[config.mk]
export PLATFORM = sky130hd
export DESIGN_NAME = srs_register_slave
export DESIGN_NICKNAME = d
export VERILOG_FILES = /design/src/hw/srs_pkg.sv /design/src/hw/srs_register_slave.sv /design/src/hw/srs_sync.sv
export VERILOG_INCLUDE_DIRS = /design/src /design/src/hw
export SDC_FILE = /design/constraint.sdc
export NUM_CORES = 1
export LEC_CHECK = 0
export ABC_AREA = 1
export BUFFER_PORTS_ARGS = -buffer_cell sky130_fd_sc_hd__clkbuf_2
export CAP_MARGIN = 20
export CORE_MARGIN = 2
export CORE_UTILIZATION = 60
export CTS_CLUSTER_DIAMETER = 60
export CTS_CLUSTER_SIZE = 40
export DETAILED_ROUTE_END_ITERATION = 7
export GPL_ROUTABILITY_DRIVEN = 0
export PLACE_DENSITY = 0.84
export RECOVER_POWER = 100
export SLEW_MARGIN = 20
export SYNTH_ARGS = -nofsm -noshare
export SYNTH_HDL_FRONTEND = slang
export SYNTH_SLANG_ARGS = --single-unit
[constraint.sdc]
create_clock -name clk -period 2.7 [get_ports clk]
set_input_delay 0.675 -clock clk [delete_from_list [all_inputs] [get_ports clk]]
set_output_delay 0.675 -clock clk [all_outputs]
set_load 0.02 [all_outputs]
[src/hw/srs_map.svh]
// constants of the smbus register slave: addresses, field positions, timing
// assumes a 25 MHz system clock; included by the top module only
`ifndef SRS_MAP_SVH
`define SRS_MAP_SVH

// ----------------------------------------------------------------------------
// protocol constants
// ----------------------------------------------------------------------------
`define SRS_ARA_ADDR 7'h0c
`define SRS_RW_BIT 0
`define SRS_BYTE_BITS 4'h8
`define SRS_PTR_RST 8'h00

// ----------------------------------------------------------------------------
// timing
// ----------------------------------------------------------------------------
`define SRS_TMO_MS 30
`define SRS_CLK_KHZ 25000
`define SRS_TMO_CYC (`SRS_TMO_MS * `SRS_CLK_KHZ)

`endif

[src/hw/srs_pkg.sv]
// types shared by the smbus register slave and its testbench
// assumes nothing of its surroundings
`default_nettype none
package srs_pkg;

  // ----------------------------------------------------------------------------
  // slave protocol states
  // ----------------------------------------------------------------------------
  typedef enum logic [2:0] {
    ST_IDLE,
    ST_ADDR,
    ST_AACK,
    ST_RX,
    ST_RACK,
    ST_TX,
    ST_HACK
  } srs_state_t;

  // register space port: pointer, write strobe and data travel together
  typedef struct packed {
    logic we;
    logic [7:0] addr;
    logic [7:0] data;
  } srs_reg_t;

  // open-drain pin, level driven and enable
  typedef struct packed {
    logic o;
    logic oe;
  } srs_pin_t;

  // whole slave context, registered as one
  typedef struct packed {
    srs_state_t st;
    logic [7:0] sh;
    logic [3:0] cnt;
    logic rw;
    logic ara;
    logic idx_first;
    logic [7:0] ptr;
    logic we;
    logic [7:0] wdata;
    logic sda_oe;
    logic mask;
    logic alert_oe;
  } srs_ctx_t;

endpackage
`default_nettype wire

[src/hw/srs_register_slave.sv]
// smbus slave engine giving a host byte access to a register space
// assumes: host drives scl at most 400 kHz, register file answers reg_rdata
// combinationally for reg_port.addr on this clock, slave_addr is static
`timescale 1ns/1ps
`default_nettype none
`include "srs_map.svh"
module srs_register_slave #(
  parameter int TMO_CYC = `SRS_TMO_CYC
) (
  input wire logic clk,
  input wire logic nrst,
  input wire logic scl_i,
  input wire logic sda_i,
  output srs_pkg::srs_pin_t sda_pin,
  output srs_pkg::srs_pin_t alert_pin,
  input wire logic [6:0] slave_addr,
  input wire logic int_pending,
  input wire logic timeout_disable_bit,
  output srs_pkg::srs_reg_t reg_port,
  input wire logic [7:0] reg_rdata,
  output logic alert_masked
);

  localparam int TW = $clog2(TMO_CYC + 1);

  logic [1:0] rst_r;
  logic rst_n;
  logic [1:0] pins_s;
  logic scl_s, sda_s, scl_p_r, sda_p_r;
  logic scl_rise, scl_fall, start_c, stop_c, tmo_hit;
  logic hit_own, hit_ara;
  logic [TW-1:0] tmo_r, tmo_nxt;
  logic [7:0] tx_byte;
  srs_pkg::srs_ctx_t c, n;

  // ----------------------------------------------------------------------------
  // reset release and pin sampling
  // ----------------------------------------------------------------------------
  // reset enters asynchronously but is released on the clock
  always_ff @(posedge clk or negedge nrst) begin
    if (!nrst) begin
      rst_r <= 2'h0;
    end else begin
      rst_r <= {rst_r[0], 1'b1};
    end
  end
  assign rst_n = rst_r[1];

  srs_sync #(.W(2)) u_sync (
    .clk(clk),
    .rst_n(rst_n),
    .d({scl_i, sda_i}),
    .q(pins_s)
  );
  assign scl_s = pins_s[1];
  assign sda_s = pins_s[0];

  // previous sample for edge and condition detection
  always_ff @(posedge clk or negedge rst_n) begin
    if (!rst_n) begin
      scl_p_r <= 1'b1;
      sda_p_r <= 1'b1;
    end else begin
      scl_p_r <= scl_s;
      sda_p_r <= sda_s;
    end
  end

  // start and stop are sda edges while scl stays high
  assign scl_rise = scl_s & ~scl_p_r;
  assign scl_fall = ~scl_s & scl_p_r;
  assign start_c = scl_s & scl_p_r & sda_p_r & ~sda_s;
  assign stop_c = scl_s & scl_p_r & ~sda_p_r & sda_s;

  // ----------------------------------------------------------------------------
  // address match
  // ----------------------------------------------------------------------------
  // alert address only counts while the alert pin is really pulled
  assign hit_own = (c.sh[7:1] == slave_addr);
  assign hit_ara = (c.sh[7:1] == `SRS_ARA_ADDR) && c.sh[`SRS_RW_BIT] && c.alert_oe;
  // alert response returns the own address, otherwise the pointed register
  assign tx_byte = c.ara ? {slave_addr, 1'b0} : reg_rdata;

  // ----------------------------------------------------------------------------
  // inactivity timer
  // ----------------------------------------------------------------------------
  // any pin movement restarts it; saturates so it never wraps into a miss
  always_comb begin
    tmo_nxt = tmo_r;
    if (scl_s != scl_p_r || sda_s != sda_p_r || c.st == srs_pkg::ST_IDLE) begin
      tmo_nxt = '0;
    end else if (tmo_r != TW'(TMO_CYC)) begin
      tmo_nxt = tmo_r + TW'(1);
    end
  end
  assign tmo_hit = (tmo_r == TW'(TMO_CYC)) && !timeout_disable_bit;

  always_ff @(posedge clk or negedge rst_n) begin
    if (!rst_n) begin
      tmo_r <= '0;
    end else begin
      tmo_r <= tmo_nxt;
    end
  end

  // ----------------------------------------------------------------------------
  // slave protocol machine
  // ----------------------------------------------------------------------------
  // bits are sampled on scl rise and driven on scl fall; never stretches scl
  always_comb begin
    n = c;
    n.we = 1'b0;
    // pointer steps after the write strobe so the strobe sees the old index
    if (c.we) begin
      n.ptr = c.ptr + 8'h01;
    end
    // mask rearms once the interrupt source goes quiet
    if (!int_pending) begin
      n.mask = 1'b0;
    end
    n.alert_oe = int_pending & ~c.mask;
    if (stop_c || tmo_hit) begin
      n.st = srs_pkg::ST_IDLE;
      n.sda_oe = 1'b0;
    end else if (start_c) begin
      n.st = srs_pkg::ST_ADDR;
      n.cnt = 4'h0;
      n.sda_oe = 1'b0;
      n.idx_first = 1'b1;
      n.ara = 1'b0;
    end else begin
      case (c.st)
        srs_pkg::ST_ADDR: begin
          if (scl_rise) begin
            n.sh = {c.sh[6:0], sda_s};
            n.cnt = c.cnt + 4'h1;
          end else if (scl_fall && c.cnt == `SRS_BYTE_BITS) begin
            if (hit_own || hit_ara) begin
              n.sda_oe = 1'b1;
              n.st = srs_pkg::ST_AACK;
              n.rw = c.sh[`SRS_RW_BIT];
              n.ara = hit_ara & ~hit_own;
            end else begin
              n.st = srs_pkg::ST_IDLE;
            end
          end
        end
        srs_pkg::ST_AACK: begin
          if (scl_fall) begin
            n.cnt = 4'h0;
            if (c.rw) begin
              n.sda_oe = ~tx_byte[7];
              n.sh = {tx_byte[6:0], 1'b0};
              n.st = srs_pkg::ST_TX;
            end else begin
              n.sda_oe = 1'b0;
              n.st = srs_pkg::ST_RX;
            end
          end
        end
        srs_pkg::ST_RX: begin
          if (scl_rise) begin
            n.sh = {c.sh[6:0], sda_s};
            n.cnt = c.cnt + 4'h1;
          end else if (scl_fall && c.cnt == `SRS_BYTE_BITS) begin
            n.sda_oe = 1'b1;
            n.st = srs_pkg::ST_RACK;
            if (c.idx_first) begin
              n.ptr = c.sh;
              n.idx_first = 1'b0;
            end else begin
              n.we = 1'b1;
              n.wdata = c.sh;
            end
          end
        end
        srs_pkg::ST_RACK: begin
          if (scl_fall) begin
            n.sda_oe = 1'b0;
            n.cnt = 4'h0;
            n.st = srs_pkg::ST_RX;
          end
        end
        srs_pkg::ST_TX: begin
          if (scl_rise) begin
            // released a one but the wire is low: someone else won
            if (!c.sda_oe && !sda_s) begin
              n.st = srs_pkg::ST_IDLE;
            end else begin
              n.cnt = c.cnt + 4'h1;
            end
          end else if (scl_fall) begin
            if (c.cnt == `SRS_BYTE_BITS) begin
              n.sda_oe = 1'b0;
              n.st = srs_pkg::ST_HACK;
            end else begin
              n.sda_oe = ~c.sh[7];
              n.sh = {c.sh[6:0], 1'b0};
            end
          end
        end
        srs_pkg::ST_HACK: begin
          if (scl_rise) begin
            if (c.ara) begin
              n.mask = 1'b1;
              n.st = srs_pkg::ST_IDLE;
            end else if (sda_s) begin
              n.st = srs_pkg::ST_IDLE;
            end else begin
              n.ptr = c.ptr + 8'h01;
              n.st = srs_pkg::ST_AACK;
            end
          end
        end
        default: begin
          n.sda_oe = 1'b0;
          n.st = srs_pkg::ST_IDLE;
        end
      endcase
    end
  end

  always_ff @(posedge clk or negedge rst_n) begin
    if (!rst_n) begin
      c <= '{st: srs_pkg::ST_IDLE, sh: 8'h00, cnt: 4'h0, rw: 1'b0, ara: 1'b0,
             idx_first: 1'b1, ptr: `SRS_PTR_RST, we: 1'b0, wdata: 8'h00,
             sda_oe: 1'b0, mask: 1'b0, alert_oe: 1'b0};
    end else begin
      c <= n;
    end
  end

  // ----------------------------------------------------------------------------
  // outputs, all straight from the context flops
  // ----------------------------------------------------------------------------
  assign sda_pin = '{o: 1'b0, oe: c.sda_oe};
  assign alert_pin = '{o: 1'b0, oe: c.alert_oe};
  assign reg_port = '{we: c.we, addr: c.ptr, data: c.wdata};
  assign alert_masked = c.mask;
endmodule
`default_nettype wire

[src/hw/srs_sync.sv]
// two flip-flop synchroniser for bus pins
// assumes inputs come from outside the clk domain
`timescale 1ns/1ps
`default_nettype none
module srs_sync #(
  parameter int W = 2
) (
  input wire logic clk,
  input wire logic rst_n,
  input wire logic [W-1:0] d,
  output logic [W-1:0] q
);

  logic [W-1:0] meta_r;

  // ----------------------------------------------------------------------------
  // first stage feeds only the second
  // ----------------------------------------------------------------------------
  always_ff @(posedge clk or negedge rst_n) begin
    if (!rst_n) begin
      meta_r <= {W{1'b1}};
      q <= {W{1'b1}};
    end else begin
      meta_r <= d;
      q <= meta_r;
    end
  end

endmodule
`default_nettype wire

Word-level counts from Yosys, hierarchy flattened
Index checks and enable logic that the tools add are counted.

storage, ports and cells
  register bits = 66
  input bits = 21
  output and inout bits = 22
  logic and storage cells = 177

cells by class
  add/subtract/negate cells = 3
  equal/unequal tests = 39
  muxes and demuxes = 67
  bitwise gates (word level) = 21
  reduce and logical (&&, ||, !) cells = 29

operators with widths
  operator                                                          count
  8-bit 2-to-1 mux                                                  9
  20-bit 2-to-1 mux                                                 2
  4-bit inequality test (second input constant)                     10
  19-bit 2-to-1 mux                                                 2
  3-bit 2-to-1 mux                                                  12
  17-bit 2-to-1 mux                                                 2
  8-bit case mux with 3 select lines                                1
  1-bit 2-to-1 mux                                                  22
  20-bit by 1-bit adder with 20-bit output (second input constant)  1
  20-bit equality test (second input constant)                      1
  20-bit inequality test (second input constant)                    1
  10-bit AND reduction                                              2
  9-bit 2-to-1 mux                                                  2
  3-bit case mux with 6 select lines                                1
  4-bit 2-to-1 mux                                                  4
  4-bit case mux with 4 select lines                                1
  8-bit case mux with 2 select lines                                1
  15-bit 2-to-1 mux                                                 1
  3-bit inequality test (second input constant)                     5
  5-bit inequality test (second input constant)                     3
  12-bit 2-to-1 mux                                                 1
  1-bit inverter                                                    12
  6-bit AND reduction                                               2
  11-bit 2-to-1 mux                                                 1
  other kinds (27)                                                  60

Depth between registers and ports, before layout
  word-level depth = 10
  gate-level depth with buffers = 12
  gate-level depth less buffers = 12

By module
From an unflattened synthesis, not the netlist that was laid out.

unflattened totals
  cells, all modules = 616
  area, all modules = 4396.7 sq um

modules (own cells, without submodules)
  module              instances  cells an instance  area each (sq um)  seq. area each (sq um)
  srs_register_slave  1          612                4291.6             1555.2
  srs_sync            1          4                  105.1              105.1

Worst setup path before layout
No wires, ideal clock.

  kind = register -> register
  from = reg scl_p_r
  to = reg c, in the netlist reg_port[7]
  library setup time = 119 ps
  arrival = 1666 ps
  data required time = 2581 ps
  slack = 915 ps
  stages on the path, launching flop included = 10
  path buffers = 1
  clock period less this slack = 1785 ps
  cells stage by stage = dfstp_2 -> ha_1 -> nand4_1 -> nor2_1 -> nand2_1 -> nor2_2 -> nand3_2 -> buf_6 -> nand2_2 -> o21ai_2

on the way
  word-level cells in the longest chain between the ends = 6
  elaborated cells between the ends (all ways) = 14
  classes of those cells = 11 x bitwise; 3 x reduce/logical

RTL lines
  element                            line                                                RTL
  start: declaration                 srs_register_slave.sv:29                            logic scl_s, sda_s, scl_p_r, sda_p_r;
  start signal: assignment           srs_register_slave.sv:64                            scl_p_r <= scl_s;
  1-bit bitwise AND                  srs_register_slave.sv:72, srs_register_slave.sv:73
  1-bit bitwise AND (2 in a row)     srs_register_slave.sv:73                            assign stop_c = scl_s & scl_p_r & ~sda_p_r & sda_s;
  1-bit logical OR                   srs_register_slave.sv:122                           if (stop_c || tmo_hit) begin
  1-bit inverter (no line)           -
  6-bit AND reduction (no line) (*)  -
  end signal: assignment             srs_register_slave.sv:225                           c <= '{st: srs_pkg::ST_IDLE, sh: 8'h00, cnt: 4'h0, rw: 1'b0, ara: 1'b0,
  end signal: assignment             srs_register_slave.sv:229                           c <= n;
  end: declaration                   srs_register_slave.sv:34                            srs_pkg::srs_ctx_t c, n;

Every way passes the cells marked *; elsewhere a longest branch is shown, timed or not.
A chain may end at the register's enable or synchronous reset.

Worst setup path after layout
  from = reg u_sync.q[1]
  to = reg tmo_r[15]

on the way
  word-level cells in the longest chain between the ends = 4
  elaborated cells between the ends (all ways) = 5
  classes of those cells = 1 x eq/ne; 1 x mux; 3 x reduce/logical

RTL lines
  element                                                  line                       RTL
  start: declaration                                       srs_sync.sv:11             output logic [W-1:0] q
  start signal: assignment                                 srs_sync.sv:22             q <= {W{1'b1}};
  start signal: assignment                                 srs_sync.sv:25             q <= meta_r;
  1-bit inequality test (*)                                srs_register_slave.sv:90   if (scl_s != scl_p_r || sda_s != sda_p_r || c.st == srs_pkg::ST_IDLE) begin
  1-bit logical OR (*) (2 in a row)                        srs_register_slave.sv:90
  20-bit 2-to-1 mux or 2-bit nonzero test (tied branches)  -
  end signal: assignment                                   srs_register_slave.sv:102  tmo_r <= tmo_nxt;
  end: declaration                                         srs_register_slave.sv:32   logic [TW-1:0] tmo_r, tmo_nxt;

Marks and branches as above.

==> impl_metrics.tcl <==
set metrics [dict create \
    status "finished, violations left" \
    violations "max-capacitance violations, max-slew violations" \
    share_comb_of_total_power_pct 25.2 \
    p_leak_nw 2.26 \
    critPathSlowestCell "dfstp_1" \
    path_max_fanout 13 \
    crit_top_cell "nand2_1" \
    rsz0062_at_grt "false" \
    start_kind "register" \
    finalPower_mw 2.72 \
    cts_buffer_depth 2 \
    cp-end-kind "register" \
    core-area_mm2 0.00718 \
    drtIter0Drc 289 \
    min_path_type "in2async" \
    clockPowerShare_pct 30.5 \
    drive_above_1_share_pct 11.8 \
    drc 0 \
    die_area_mm2 0.00799 \
    cp_top_family "simple AND/OR/NAND/NOR gates" \
    p_seq_share_pct 44.3 \
    maxCapViolCount 1 \
    numPortBuffers 40 \
    yosys_warnings 0 \
    worst-endpoint-arrival_ns 2.57 \
    max_slew.worst_pin.slew_ns 1.54 \
    io_pins 43 \
    cts_hold_buf 0 \
    ant_nets 0 \
    start_util_pct 61.0 \
    path_cells "inv_1, ha_1, nand4_1, inv_1, nand2_1, and3_1, nand2_1, nand2_1, nor2_1" \
    seq_area_frac_synth_pct 37.9 \
    die_h_um 89.4 \
    r2r-start "u_sync.q[1]" \
    rows 31 \
    wire_per_inst_um 13.4 \
    p_switching_mw 0.967 \
    max_stage_delay_ns 0.59 \
    chipWidth_um 89.4 \
    max_slew_margin_pct -2.43 \
    critPathKind "reg2reg" \
    antenna_found_initial 0 \
    finalSetupTns_ns 0 \
    grt_use_total_pct 26.4 \
    p_int_mw 1.76 \
    fin_crit_sh_pct 85.0 \
    first_pass_iters 5 \
    clk_latency_ns 0.35 \
    grt_pass1_vias 3786 \
    sw_frac_of_total_pct 35.5 \
    cts_tree "yes" \
    fin_crit_ns 2.29 \
    hold_ws_ns 0.0995 \
    required_ns 2.98 \
    startpoint "u_sync.q[1]" \
    synthCells 605 \
    final_max_slew_viol_count 65 \
    powerDensity_mw_per_mm2 591 \
    ys_ff_latch 66 \
    peakVddDrop_mv 0.479 \
    fmax_ghz 0.436 \
    routed_wl_um 9880 \
    htree_levels 3 \
    gr-total-overflow 0 \
    diodes 0 \
    clock_skew_ns 0.0131 \
    synth.distinct_cells 40 \
    area_growth_syn_to_layout_pct 5.32 \
    netlist_area_mm2 0.00438 \
    vias_per_cell 5.50 \
    cts_resized 0 \
    syn_avg_cell_area_um2 7.23 \
    vias 4046 \
    dpl.hpwl_um 7280 \
    grt_pass1_wl_um 16400 \
    critPathBufInv 2 \
    hold_viol 0 \
    finalSetupViolCount 0 \
    cts_setup_buffers 0 \
    nNetsFinal 660 \
    path_clk_slew_ns 0.07 \
    grt_max_degree 65 \
    numCtsBuffers 9 \
    cts_root_buf "clkbuf_8" \
    cts_sinks 66 \
]
-- per-layer routing --
| layer | wire [µm] | GRT usage [%] | share of wire, % | vias up |
|---|---|---|---|---|
| met3 | 491 | 5.08 | 5.0 | 45 |
| met4 | 438 | 14.7 | 4.4 | 0 |
| met2 | 4720 | 46.6 | 48 | 140 |
| met1 | 4230 | 29.8 | 43 | 1885 |
| met5 | 0 | 0 | 0 | - |
| li1 | - | - | - | 1976 |
-- through the flow --
stage	setup slack (ns)	cell area, µm²	util, %	std cells
2_1_floorplan	0.738	4380	-	606
3_3_place_gp	0.688	4520	63.0	719
3_5_place_dp	0.518	4520	63.0	719
4_1_cts	0.512	4710	65.7	735
5_1_grt	0.180	4610	64.2	735
6_report	0.406	4610	64.2	735
-- cells by family (layout without fill, tap and decap cells) --
| logic type | after synthesis | count (layout) | synth area share, % |
|---|---|---|---|
| adders and majority gates | 8 | 8 | 2.29 |
| buffers and inverters | 106 | 136 | 11.5 |
| other | 2 | 3 | 0.172 |
| and+or+nand+nor | 315 | 315 | 32.5 |
| DFF | 66 | 66 | 37.9 |
| AOI/OAI and AO/OA | 94 | 94 | 12.8 |
| xor gates and xnor gates | 14 | 14 | 2.80 |
-- cells in the final DEF, fill, tap and decap left out, types with 10 or more instances in the layout --
cell type,instances
clkbuf_8,10
inv_1,67
clkbuf_2,19
a21oi_1,21
nand2_1,164
nand3_1,44
clkbuf_1,24
nor2_1,64
nand4_1,16
o21ai_0,46
dfrtp_1,58
-- path summary, 6_finish.rpt --
path / endpoint / slack (ns) / cells after the start
setup / recovery: tmo_r[15] / 0.41 / 9
min in group clk: u_sync.q[0] / 0.36 / 0
hold reg to reg: u_sync.q[0] / 0.36 / 0
hold / removal: rst_r[0] / 0.1 / 1
setup reg to reg: tmo_r[15] / 0.41 / 9
max in group asynchronous: reg_port[13] / 1.06 / 1
-- registers in the layout (all words and copies together), names as in the netlist --
signal and count:
sda_pin 1, alert_pin 1, reg_port 17, u_sync.meta_r 2, u_sync.q 2, scl_p_r 1, c 18, rst_r 2
sda_p_r 1, alert_masked 1, tmo_r 20
-- Yosys cell counts, drive strengths merged --
master,instances,share of area (%)
dfstp,7,4.2
nand4,16,3.0
nor3,11,1.6
o211ai,4,0.69
nand3,48,6.3
a31oi,5,0.71
clkinv,1,0.086
conb,2,0.17
o21ai,51,6.6
and3,1,0.14
nand3b,1,0.17
ha,8,2.3
clkbuf,2,0.17
xnor2,7,1.4
or2,2,0.29
nor2,70,6.4
buf,28,4.8
xor2,7,1.4
o21a,1,0.17
inv,75,6.4
a21oi,28,3.8
dfrtp,59,34
o21bai,2,0.34
o22ai,1,0.14
nand2,166,15
a211oi,1,0.17
a21boi,1,0.17
-- power groups by stage --
stage	clock network (mW)	registers (mW)	logic [mW]
global route	0.885	1.22	0.775
finish	0.831	1.21	0.686
CTS	0.848	1.20	0.714
floorplan	0	1.19	0.569
global placement	0	1.21	0.690
detailed placement	0	1.22	0.710
-- area by class of cell --
type / count / area [µm²]
inverters: 76 / 285
repair buffers: 44 / 200
multi-input cells: 434 / 2140
fillers: 665 / 2570
well taps: 99 / 124
clock inverters: 4 / 51.3
flip-flops and latches: 66 / 1660
clock buffers: 12 / 145
Note: power is estimated with default switching activity, not from simulation.
